--- src/mld_params.svh ---
// Timing, threshold and count constants for the motor lock and drive select block
`ifndef MLD_PARAMS_SVH
`define MLD_PARAMS_SVH
// Core clock and internal oscillator rates in Hz
`define MLD_CLK_HZ 64'd250000000
`define MLD_OSC_HZ 64'd9220000
// Carrier is the oscillator divided by this
`define MLD_CARRIER_DIV 64'd512
// Dead time in oscillator cycles
`define MLD_DEAD_OSC 64'd18
// Low-side bootstrap pulse in percent of the carrier period
`define MLD_LOW_PCT 64'd8
// Lock drive and stop intervals in lock-timer oscillations
`define MLD_DRIVE_TICKS 12'd500
`define MLD_STOP_TICKS 12'd3000
// Refresh time, Hall edge window and slow-rotation period
`define MLD_REFRESH_US 64'd1500
`define MLD_EDGE_WIN_MS 64'd167
`define MLD_SLOW_MS 64'd1000
// Start thresholds of the speed command in mV, first and second speed mode
`define MLD_THR_A_MV 13'd2100
`define MLD_THR_B_MV 13'd200
`endif

--- src/mld_pkg.sv ---
// Types shared by the motor lock and drive select block
package mld_pkg;
  // Lock detection states
  typedef enum logic [2:0] {
    MLD_IDLE = 3'b000,
    MLD_DRIVE = 3'b001,
    MLD_STOP = 3'b010,
    MLD_REFRESH = 3'b011,
    MLD_RUN = 3'b100,
    MLD_OPEN = 3'b101
  } mld_lock_st_t;
  // One bit per phase: [2] U, [1] V, [0] W
  typedef logic [2:0] mld_phase_t;
endpackage : mld_pkg

--- src/mld_core_if.sv ---
// Internal carrier and lock-control bundle between the top and its two helpers
`timescale 1ns/100ps
interface mld_core_if;
  logic [7:0] duty;
  logic low_win;
  logic high_win;
  logic speed_above;
  logic hall_step;
  logic lock_tick;
  logic tr_open;
  logic tr_gnd;
  logic gate_en;
  logic refresh;
  logic locked;
  mld_pkg::mld_lock_st_t lock_st;
  modport carrier (input duty, output low_win, high_win);
  modport lock (input speed_above, hall_step, lock_tick, tr_open, tr_gnd,
                output gate_en, refresh, locked, lock_st);
  modport top (output duty, speed_above, hall_step, lock_tick, tr_open, tr_gnd,
               input low_win, high_win, gate_en, refresh, locked, lock_st);
endinterface : mld_core_if

--- src/mld_carrier.sv ---
// Carrier counter with low-side bootstrap window and dead-timed high-side window
`timescale 1ns/100ps
`include "mld_params.svh"
module mld_carrier #(
  parameter int CARRIER_CYC = 13882
) (
  // Clock and reset
  input wire logic core_clk_i,
  input wire logic sys_rst_i,
  // Windows to the top
  mld_core_if.carrier pwm
);
  import mld_pkg::*;
  localparam longint DEAD_CYC = (`MLD_DEAD_OSC * `MLD_CLK_HZ + `MLD_OSC_HZ - 64'd1) / `MLD_OSC_HZ;
  localparam longint LOW_CYC = longint'(CARRIER_CYC) * `MLD_LOW_PCT / 64'd100;
  localparam longint STEP = (longint'(CARRIER_CYC) - LOW_CYC - 2 * DEAD_CYC) / 255;
  localparam logic [15:0] LAST_C = 16'(CARRIER_CYC - 1);
  localparam logic [15:0] LOW_C = 16'(LOW_CYC);
  localparam logic [15:0] HIGH0_C = 16'(LOW_CYC + DEAD_CYC);
  logic [15:0] cnt_reg;
  logic [15:0] on_cyc;
  logic low_win_reg;
  logic high_win_reg;

  // High-side on time scales with the speed duty, capped before the next dead time
  assign on_cyc = 16'(longint'(pwm.duty) * STEP); // RL17
  assign pwm.low_win = low_win_reg;
  assign pwm.high_win = high_win_reg;

  // Carrier period counter
  always_ff @(posedge core_clk_i or posedge sys_rst_i) begin
    if (sys_rst_i) begin
      cnt_reg <= 16'h0000;
    end else if (cnt_reg == LAST_C) begin
      cnt_reg <= 16'h0000; // RL15
    end else begin
      cnt_reg <= cnt_reg + 16'h0001;
    end
  end

  // Windows; the high side starts a dead time after the low pulse ends
  always_ff @(posedge core_clk_i or posedge sys_rst_i) begin
    if (sys_rst_i) begin
      low_win_reg <= 1'b0;
      high_win_reg <= 1'b0;
    end else begin
      low_win_reg <= (cnt_reg < LOW_C); // RL16
      high_win_reg <= (cnt_reg >= HIGH0_C) && (cnt_reg < HIGH0_C + on_cyc); // RL14
    end
  end
endmodule : mld_carrier

--- src/mld_lock.sv ---
// Motor lock detection: drive/stop intermittent cycle, refresh and pin states
`timescale 1ns/100ps
`include "mld_params.svh"
module mld_lock #(
  parameter int REFRESH_CYC = 375000,
  parameter int EDGE_WIN_CYC = 41750000
) (
  // Clock and reset
  input wire logic core_clk_i,
  input wire logic sys_rst_i,
  // Lock control to and from the top
  mld_core_if.lock lk
);
  import mld_pkg::*;
  mld_lock_st_t st_reg;
  logic tick_q_reg;
  logic [11:0] cnt_reg;
  logic [31:0] ref_cnt_reg;
  logic [31:0] gap_reg;
  logic seen_reg;
  logic tick_rise;
  logic rotating;
  logic guard;
  logic [11:0] term;

  assign tick_rise = lk.lock_tick && !tick_q_reg;
  assign guard = !lk.tr_open && !lk.tr_gnd && lk.speed_above;
  // Two Hall steps in order within the edge window mean the motor turns
  assign rotating = lk.hall_step && seen_reg && (gap_reg < 32'(EDGE_WIN_CYC - 1)); // RL3
  assign term = (st_reg == MLD_DRIVE) ? `MLD_DRIVE_TICKS - 12'd1 : `MLD_STOP_TICKS - 12'd1;
  assign lk.gate_en = ((st_reg == MLD_DRIVE) || (st_reg == MLD_RUN)) && lk.speed_above;
  assign lk.refresh = (st_reg == MLD_REFRESH);
  assign lk.locked = (st_reg == MLD_STOP) || (st_reg == MLD_OPEN);
  assign lk.lock_st = st_reg;

  // Lock state machine; pin states outrank the speed command
  always_ff @(posedge core_clk_i or posedge sys_rst_i) begin
    if (sys_rst_i) begin
      st_reg <= MLD_IDLE;
    end else if (lk.tr_open) begin
      st_reg <= MLD_OPEN; // RL7
    end else if (lk.tr_gnd) begin
      st_reg <= MLD_RUN; // RL8
    end else if (!lk.speed_above) begin
      st_reg <= MLD_IDLE; // RL4
    end else begin
      case (st_reg)
        MLD_IDLE: st_reg <= MLD_REFRESH;
        MLD_REFRESH: if (ref_cnt_reg == 32'(REFRESH_CYC - 1)) st_reg <= MLD_DRIVE; // RL5
        MLD_DRIVE: begin
          if (rotating) st_reg <= MLD_RUN; // RL3
          else if (tick_rise && cnt_reg == term) st_reg <= MLD_STOP; // RL1
        end
        MLD_STOP: if (tick_rise && cnt_reg == term) st_reg <= MLD_REFRESH; // RL2
        MLD_RUN: if (gap_reg == 32'(EDGE_WIN_CYC - 1)) st_reg <= MLD_DRIVE;
        default: st_reg <= MLD_IDLE;
      endcase
    end
  end

  // Interval counter on lock-timer oscillations, cleared outside drive and stop
  always_ff @(posedge core_clk_i or posedge sys_rst_i) begin
    if (sys_rst_i) begin
      tick_q_reg <= 1'b0;
      cnt_reg <= 12'h000;
    end else begin
      tick_q_reg <= lk.lock_tick;
      if (st_reg != MLD_DRIVE && st_reg != MLD_STOP) cnt_reg <= 12'h000; // RL21
      else if (tick_rise) cnt_reg <= (cnt_reg == term) ? 12'h000 : cnt_reg + 12'h001; // RL6
    end
  end

  // Refresh timer and Hall edge gap timer
  always_ff @(posedge core_clk_i or posedge sys_rst_i) begin
    if (sys_rst_i) begin
      ref_cnt_reg <= 32'h0000_0000;
      gap_reg <= 32'h0000_0000;
      seen_reg <= 1'b0;
    end else begin
      ref_cnt_reg <= (st_reg == MLD_REFRESH) ? ref_cnt_reg + 32'h0000_0001 : 32'h0000_0000;
      if (lk.hall_step) begin
        gap_reg <= 32'h0000_0000;
        seen_reg <= 1'b1;
      end else if (gap_reg != 32'(EDGE_WIN_CYC - 1)) begin
        gap_reg <= gap_reg + 32'h0000_0001;
        seen_reg <= seen_reg && (st_reg != MLD_IDLE);
      end else begin
        seen_reg <= 1'b0;
      end
    end
  end
endmodule : mld_lock

--- src/mld_top.sv ---
// Top of the motor lock and drive select block: Hall tracking, drive choice, gates
//
// What this block does
// RL1: Gates go off when speed is above start yet motor stays stopped.
// RL2: Locked operation alternates drive and stop intervals, stop six times drive.
// RL3: Two ordered Hall edges under 0.167 s apart in drive clear the lock.
// RL4: Speed command at or below start threshold resets lock detection.
// RL5: After each stop interval a 1.5 ms refresh runs before commutation.
// RL6: Drive interval is 500 lock-timer oscillations, stop is 3000.
// RL7: Open lock-timer pin holds the lock state with gates low.
// RL8: Grounded lock-timer pin disables lock detection.
// RL9: Direction input high means reverse rotation, low means forward.
// RL10: Direction low with inverted Hall order gives square drive, else sine.
// RL11: Direction high with normal Hall order gives square drive, else sine.
// RL12: Lead angle control is enabled only at Hall frequency of 1 Hz or more.
// RL13: In square drive every low side pulses each carrier period for bootstrap.
// RL14: High sides turn off at the low pulse, with 18 oscillator cycles dead time.
// RL15: Carrier period is 512 oscillator cycles.
// RL16: Low-side pulse lasts 8 percent of the carrier, independent of speed.
// RL17: Square drive sets high-side on time from the speed command.
// RL18: Square drive below 1 Hz or when rotation opposes the set direction.
// RL19: Sine drive at 1 Hz or more with matching rotation direction.
// RL20: Sine drive scales modulation amplitude with the speed command.
// RL21: Lock intervals counted on lock-timer ticks, restarted per interval.
`timescale 1ns/100ps
`include "mld_params.svh"
module mld_top #(
  parameter int CARRIER_CYC = int'(`MLD_CARRIER_DIV * `MLD_CLK_HZ / `MLD_OSC_HZ),
  parameter int REFRESH_CYC = int'((`MLD_REFRESH_US * `MLD_CLK_HZ + 64'd999999) / 64'd1000000),
  parameter int EDGE_WIN_CYC = int'(`MLD_EDGE_WIN_MS * `MLD_CLK_HZ / 64'd1000),
  parameter int SLOW_CYC = int'(`MLD_SLOW_MS * `MLD_CLK_HZ / 64'd1000)
) (
  // Clock and reset
  input wire logic core_clk_i,
  input wire logic sys_rst_i,
  // Hall sensors and direction
  input wire mld_pkg::mld_phase_t hall_i,
  input wire logic rotation_direction_select_i,
  // Speed command
  input wire logic [12:0] speed_command_voltage_i,
  input wire logic speed_mode_b_i,
  input wire logic [7:0] speed_duty_i,
  // Lock-timer pin
  input wire logic lock_timer_pin_tick_i,
  input wire logic lock_timer_pin_open_i,
  input wire logic lock_timer_pin_grounded_i,
  // Sine modulator gate requests
  input wire mld_pkg::mld_phase_t sine_high_i,
  input wire mld_pkg::mld_phase_t sine_low_i,
  // Gate outputs to the power stage
  output logic phase_u_high_gate_o,
  output logic phase_v_high_gate_o,
  output logic phase_w_high_gate_o,
  output logic phase_u_low_gate_o,
  output logic phase_v_low_gate_o,
  output logic phase_w_low_gate_o,
  // Status
  output logic drive_sine_o,
  output logic lead_angle_en_o,
  output logic lock_state_o,
  output logic [7:0] sine_amplitude_o
);
  import mld_pkg::*;

  // ************************************************************
  // Declarations
  // ************************************************************
  mld_core_if core ();
  mld_phase_t hall_q_reg;
  mld_phase_t gate_hi_reg;
  mld_phase_t gate_lo_reg;
  mld_phase_t hi_next;
  mld_phase_t lo_next;
  logic [5:0] sq;
  logic step_fwd;
  logic step_rev;
  logic u_fall;
  logic hall_step_reg;
  logic rot_rev_reg;
  logic dir_reg;
  logic slow_reg;
  logic [31:0] per_cnt_reg;
  logic speed_above_reg;
  logic [7:0] duty_reg;
  logic drive_sine_reg;
  logic lead_reg;
  logic lock_reg;
  logic [7:0] amp_reg;
  logic [12:0] thr;

  // ************************************************************
  // Functions
  // ************************************************************
  // Next Hall code in forward order
  function automatic mld_phase_t fwd_next(input mld_phase_t h);
    case (h)
      3'b100: fwd_next = 3'b110;
      3'b110: fwd_next = 3'b010;
      3'b010: fwd_next = 3'b011;
      3'b011: fwd_next = 3'b001;
      3'b001: fwd_next = 3'b101;
      3'b101: fwd_next = 3'b100;
      default: fwd_next = h;
    endcase
  endfunction : fwd_next

  // Square-wave phases {high, low} for a Hall code; reverse swaps the sides
  function automatic logic [5:0] sq_phases(input mld_phase_t h, input logic rev);
    logic [5:0] p;
    case (h)
      3'b100: p = 6'h22;
      3'b110: p = 6'h21;
      3'b010: p = 6'h11;
      3'b011: p = 6'h14;
      3'b001: p = 6'h0c;
      3'b101: p = 6'h0a;
      default: p = 6'h00;
    endcase
    sq_phases = rev ? {p[2:0], p[5:3]} : p;
  endfunction : sq_phases

  // ************************************************************
  // Helpers
  // ************************************************************
  mld_carrier #(
    .CARRIER_CYC(CARRIER_CYC)
  ) u_carrier (
    .core_clk_i(core_clk_i),
    .sys_rst_i(sys_rst_i),
    .pwm(core.carrier)
  );

  mld_lock #(
    .REFRESH_CYC(REFRESH_CYC),
    .EDGE_WIN_CYC(EDGE_WIN_CYC)
  ) u_lock (
    .core_clk_i(core_clk_i),
    .sys_rst_i(sys_rst_i),
    .lk(core.lock)
  );

  // Helper inputs
  assign core.duty = duty_reg;
  assign core.speed_above = speed_above_reg;
  assign core.hall_step = hall_step_reg;
  assign core.lock_tick = lock_timer_pin_tick_i;
  assign core.tr_open = lock_timer_pin_open_i;
  assign core.tr_gnd = lock_timer_pin_grounded_i;

  // ************************************************************
  // Hall tracking
  // ************************************************************
  // Step detection in either order; a code that is neither is ignored
  assign step_fwd = (hall_i != hall_q_reg) && (hall_i == fwd_next(hall_q_reg));
  assign step_rev = (hall_i != hall_q_reg) && (hall_q_reg == fwd_next(hall_i));
  assign u_fall = hall_q_reg[2] && !hall_i[2];

  // Hall history, step pulse and detected rotation
  always_ff @(posedge core_clk_i or posedge sys_rst_i) begin
    if (sys_rst_i) begin
      hall_q_reg <= 3'h0;
      hall_step_reg <= 1'b0;
      rot_rev_reg <= 1'b0;
    end else begin
      hall_q_reg <= hall_i;
      hall_step_reg <= step_fwd || step_rev;
      if (step_rev) rot_rev_reg <= 1'b1;
      else if (step_fwd) rot_rev_reg <= 1'b0;
    end
  end

  // Hall period on U falling edges; slow means under 1 Hz
  always_ff @(posedge core_clk_i or posedge sys_rst_i) begin
    if (sys_rst_i) begin
      per_cnt_reg <= 32'h0000_0000;
      slow_reg <= 1'b1;
    end else if (u_fall) begin
      per_cnt_reg <= 32'h0000_0000;
      slow_reg <= (per_cnt_reg >= 32'(SLOW_CYC - 1));
    end else if (per_cnt_reg != 32'(SLOW_CYC - 1)) begin
      per_cnt_reg <= per_cnt_reg + 32'h0000_0001;
    end else begin
      slow_reg <= 1'b1;
    end
  end

  // ************************************************************
  // Speed command and drive choice
  // ************************************************************
  // Start threshold depends on speed mode
  assign thr = speed_mode_b_i ? `MLD_THR_B_MV : `MLD_THR_A_MV;

  // Speed level, direction and drive method
  always_ff @(posedge core_clk_i or posedge sys_rst_i) begin
    if (sys_rst_i) begin
      speed_above_reg <= 1'b0;
      duty_reg <= 8'h00;
      dir_reg <= 1'b0;
      drive_sine_reg <= 1'b0;
      lead_reg <= 1'b0;
    end else begin
      speed_above_reg <= (speed_command_voltage_i > thr); // RL1
      duty_reg <= speed_duty_i; // RL17
      dir_reg <= rotation_direction_select_i; // RL9
      drive_sine_reg <= !slow_reg && (rot_rev_reg == dir_reg); // RL10 RL11 RL18 RL19
      lead_reg <= !slow_reg; // RL12
    end
  end

  // ************************************************************
  // Gate generation
  // ************************************************************
  // Off when blocked, lows on in refresh, else sine requests or square pattern
  always_comb begin
    sq = sq_phases(hall_q_reg, dir_reg); // RL9
    hi_next = 3'h0;
    lo_next = 3'h0;
    if (!core.gate_en) begin
      if (core.refresh) lo_next = 3'h7; // RL5
    end else if (drive_sine_reg) begin
      hi_next = sine_high_i;
      lo_next = sine_low_i;
    end else begin
      hi_next = sq[5:3] & {3{core.high_win}}; // RL14
      lo_next = sq[2:0] | {3{core.low_win}}; // RL13
    end
  end

  // Gate and status output flops
  always_ff @(posedge core_clk_i or posedge sys_rst_i) begin
    if (sys_rst_i) begin
      gate_hi_reg <= 3'h0;
      gate_lo_reg <= 3'h0;
      lock_reg <= 1'b0;
      amp_reg <= 8'h00;
    end else begin
      gate_hi_reg <= hi_next; // RL1 RL7
      gate_lo_reg <= lo_next;
      lock_reg <= core.locked;
      amp_reg <= drive_sine_reg ? duty_reg : 8'h00; // RL20
    end
  end

  // Outputs straight from flops
  assign phase_u_high_gate_o = gate_hi_reg[2];
  assign phase_v_high_gate_o = gate_hi_reg[1];
  assign phase_w_high_gate_o = gate_hi_reg[0];
  assign phase_u_low_gate_o = gate_lo_reg[2];
  assign phase_v_low_gate_o = gate_lo_reg[1];
  assign phase_w_low_gate_o = gate_lo_reg[0];
  assign drive_sine_o = drive_sine_reg;
  assign lead_angle_en_o = lead_reg;
  assign lock_state_o = lock_reg;
  assign sine_amplitude_o = amp_reg;
endmodule : mld_top
--- config.mk ---
export PLATFORM = sky130hd
export DESIGN_NAME = mld_top
export DESIGN_NICKNAME = d
export VERILOG_FILES = /design/src/mld_pkg.sv /design/src/mld_core_if.sv /design/src/mld_carrier.sv /design/src/mld_lock.sv /design/src/mld_top.sv
export VERILOG_INCLUDE_DIRS = /design/src /design/src/src
export SDC_FILE = /design/constraint.sdc
export NUM_CORES = 1
export LEC_CHECK = 0
export BUFFER_PORTS_ARGS = -buffer_cell sky130_fd_sc_hd__buf_2
export CAP_MARGIN = 20
export CORE_ASPECT_RATIO = 0.6
export CORE_MARGIN = 3
export CORE_UTILIZATION = 62
export DETAILED_ROUTE_END_ITERATION = 6
export GPL_ROUTABILITY_DRIVEN = 0
export PLACE_DENSITY = 0.81
export SYNTH_ARGS = -nofsm -noshare
export SYNTH_HDL_FRONTEND = slang
export SYNTH_SLANG_ARGS = --single-unit
export TNS_END_PERCENT = 100
--- constraint.sdc ---
create_clock -name core_clk_i -period 8.1 [get_ports core_clk_i]
set_input_delay 2.025 -clock core_clk_i [delete_from_list [all_inputs] [get_ports core_clk_i]]
set_output_delay 2.025 -clock core_clk_i [all_outputs]
set_load 0.01 [all_outputs]
==> impl_results.md <==
- Min cycle time layout: 5.05 ns
- # Post-CTS Setup Buffers: 0
- Post-Syn Nets: 1,141
- Main synth FF type: dfrtp_1
- Leak pwr: 4.77 nW
- Fin Setup TNS: 0 ns
- Syn. warnings: 0
- Largest net degree at the start of global routing: 88
- P&R area growth vs syn: 10.1%
- Fin. Hold Viols: 0
- Core area: 0.0148 mm^2
- Fin crit share: 62.3%
- Avg Vias per Cell: 5.82
- Crit Path Category: reg -> reg
- DR iter-0 viols: 674
- IO Pins: 54
- WP buf/inv: 2
- Worst clock skew: 0.0109 ns
- Wirelength per Cell: 16.0 um
- Critical path endpoint category: flip-flop
- Nets: 1,182
- TritonCTS clock tree: done
- DRC Markers: 0
- # hold bufs at CTS: 0
- FF+latch area: 0.00411 mm^2
- Crit path DAT: 5.38 ns
- Area of the multi-input gates: 0.00524 mm^2
- Initial Util: 65.1%
- CP max stage delay: 0.53 ns
- Drt first pass iters: 6
- Die span in x: 167 um
- Cell mode on critical path: ha_1
- Share of flip-flops with an asynchronous set or reset: 100%
- Mapped Area: 0.00967 mm^2
- Worst path required time: 8.43 ns
- VDD IR-drop max: 0.000126 V
- Reg clk slew, reported paths: 0.07 ns
- Die area: 0.0172 mm^2
- Final WL: 20,600 um
- Sequential area share after synthesis: 42.5%
- Post-CTS sizing: 0
- Crit path max-delay family: adder cells
- H-tree Lvls: 4
- Clk Latency, worst-skew pair: 0.42 ns
- Slew @ Worst Pin: 0.996 ns
- Power density over cell area: 209 mW/mm^2
- Post-route ant nets: 0
- Hold Slack: 0.465 ns
- CP Max Fanout: 6
- Remaining Overflow, GRT: 0
- Filler Cells Inserted: 1,097
- Hpwl dp: 14,100 um
- # port buffers: 53
- Synth cell types: 75
- Synth Area per Inst: 9.30 um^2
- Hold Crit Class: reg -> reg
- Routed via count: 7,520
- Critical path launch point type: flip-flop
- Ant diodes: 0
- Max Fclk: 0.198 GHz
- Status: finished clean
- Clock buffer depth: 2
- # setup viols final: 0
- Die Height: 103 um
- Seq cells post-synth: 164
- Total CTS buffers: 17
- Number of synthesized flops with an enable pin: 0
- Max Cap Viol: 0
- Relative slew margins: 33.6%
- Placement Rows: 34
- First-pass GRT wire length: 35,200 um
- Number of max-slew violations in the final report: 0
- Root buffer cell: clkbuf_16
- Layout cells sized above 1: 10.2%
- Post-layout util: 71.7%
- Number of global-route vias before repair: 7,107
- RSZ-0062 raised after global routing: no
- Clock tree sinks: 164
- Post-Synthesis Cells: 1,039
- Total GRT Usage: 25.2%
- Initial antenna violation count: 1
- Crit-path cells: ha_1 > fa_1 > inv_1 > fa_1 > inv_1 > ha_1 > a21oi_1 > nand2_1 > o21ai_1 > nand2_1 > o311ai_1 > nand3_1 > xor2_1 > ha_1 > a21o_1 > a211oi_1 > o21ai_0 > nor3_1
- Slowest-stage cell, CP: fa_1
==> cell type report <==
cell class | instances | area share, %
clock buffers | 18 | 4.03
repair buffers | 57 | 2.85
clock inverters | 14 | 1.33
multi-input cells | 793 | 49.2
well taps | 198 | 2.33
flip-flops and latches | 164 | 38.6
inverters | 47 | 1.70
==> stage by stage <==
step	worst slack, ns	power (mW)	area (um^2)	cells
final	3.05	2.22	10600	1291
after global routing	2.73	2.35	10600	1291
after CTS	3.10	2.23	10600	1290
after detailed placement	3.24	1.42	10100	1258
after global placement	3.41	1.40	10100	1258
after floorplan	1.64	1.30	9670	1039
==> final timing paths <==
path / startpoint / to / slack [ns] / cells past startpoint
hold reg to reg: slow_reg / lead_angle_en_o / 0.47 / 1
hold / removal: slow_reg / lead_angle_en_o / 0.47 / 1
max in group asynchronous: sys_rst_i / sine_amplitude_o[1] / 4.84 / 3
min in group asynchronous: sys_rst_i / per_cnt_reg[22] / 1.75 / 2
setup reg to reg: core.duty[2] / u_carrier.pwm.high_win / 3.05 / 18
setup / recovery: core.duty[2] / u_carrier.pwm.high_win / 3.05 / 18
==> cells in the final DEF (no fill, tap or decap), types with 4 or more instances in the layout <==
master     synthesis  layout
mux2i_1            4       4
a21oi_1           31      31
or3_1             14      14
inv_1             47      46
nor3_1            21      21
nand4b_1           4       4
fa_1              10      10
buf_2              3      53
and2_1            12      12
nand3b_1           7       7
a31oi_1            4       4
and4_1             9       9
a211oi_1           7       7
nand4_1           26      26
dfrtp_1          163     163
o21ai_0           44      44
or2_2              4       4
o21bai_1           4       4
o31ai_1            4       4
nand2_1           75      75
o21a_1             5       5
nand2b_1          12      12
clkbuf_16          0      17
a21o_1             7       7
nor4_1             9       9
xor2_1            70      70
inv_6              0       6
nor2_1           168     168
ha_1              55      55
and3_1            15      15
xnor2_1           47      47
nor2b_1           12      12
nand3_1           56      56
==> power breakdown <==
| group | switching (mW) | total (mW) | internal (mW) |
|---|---|---|---|
| logic | 0.295 | 0.510 | 0.215 |
| clock network | 0.367 | 0.801 | 0.434 |
| registers | 0.0544 | 0.913 | 0.859 |
| total | 0.717 | 2.22 | 1.51 |
==> cells by family (layout without fill, tap and decap cells) <==
| kind of cell | count (synthesis) | count (layout) | share of synthesized area (%) |
|---|---|---|---|
| AND/OR/NAND/NOR | 471 | 471 | 24.7 |
| flip-flops | 164 | 164 | 42.5 |
| AO/OA/AOI/OAI | 135 | 135 | 9.10 |
| XOR/XNOR | 117 | 117 | 10.6 |
| buffers and inverters | 82 | 136 | 3.38 |
| adder cells (fa/ha/maj) | 65 | 65 | 9.19 |
| multiplexers | 5 | 5 | 0.531 |
==> cells in the mapped netlist (all sizes together) (5+ instances only) <==
cell,n,share of area (%)
nand2,75,2.9
buf,6,0.43
xnor2,47,4.3
nand4,26,1.7
ha,55,7.1
fa,10,2.1
or3,14,0.91
o21a,5,0.39
inv,47,1.8
nor4,13,1.2
nor2,170,6.7
dfrtp,163,42
a21o,7,0.54
and3,15,0.97
clkbuf,29,1.1
nand3b,7,0.54
and4,9,0.82
xor2,70,6.3
nor2b,12,0.78
and2,13,0.84
o21ai,45,2.3
a21oi,31,1.6
nor3,22,1.2
nand3,56,2.9
or2,5,0.32
a211oi,7,0.54
nand2b,12,0.78
==> routing by layer <==
| layer | GRT usage [%] | vias to the layer above | wire length (um) |
|---|---|---|---|
| met2 | 37.6 | 218 | 8810 |
| li1 | - | 3664 | - |
| met4 | 5.91 | 2 | 187 |
| met1 | 38.5 | 3616 | 10600 |
| met3 | 4.64 | 20 | 1020 |
| met5 | 0 | - | 18 |
Note: power is estimated with default switching activity, not from simulation.
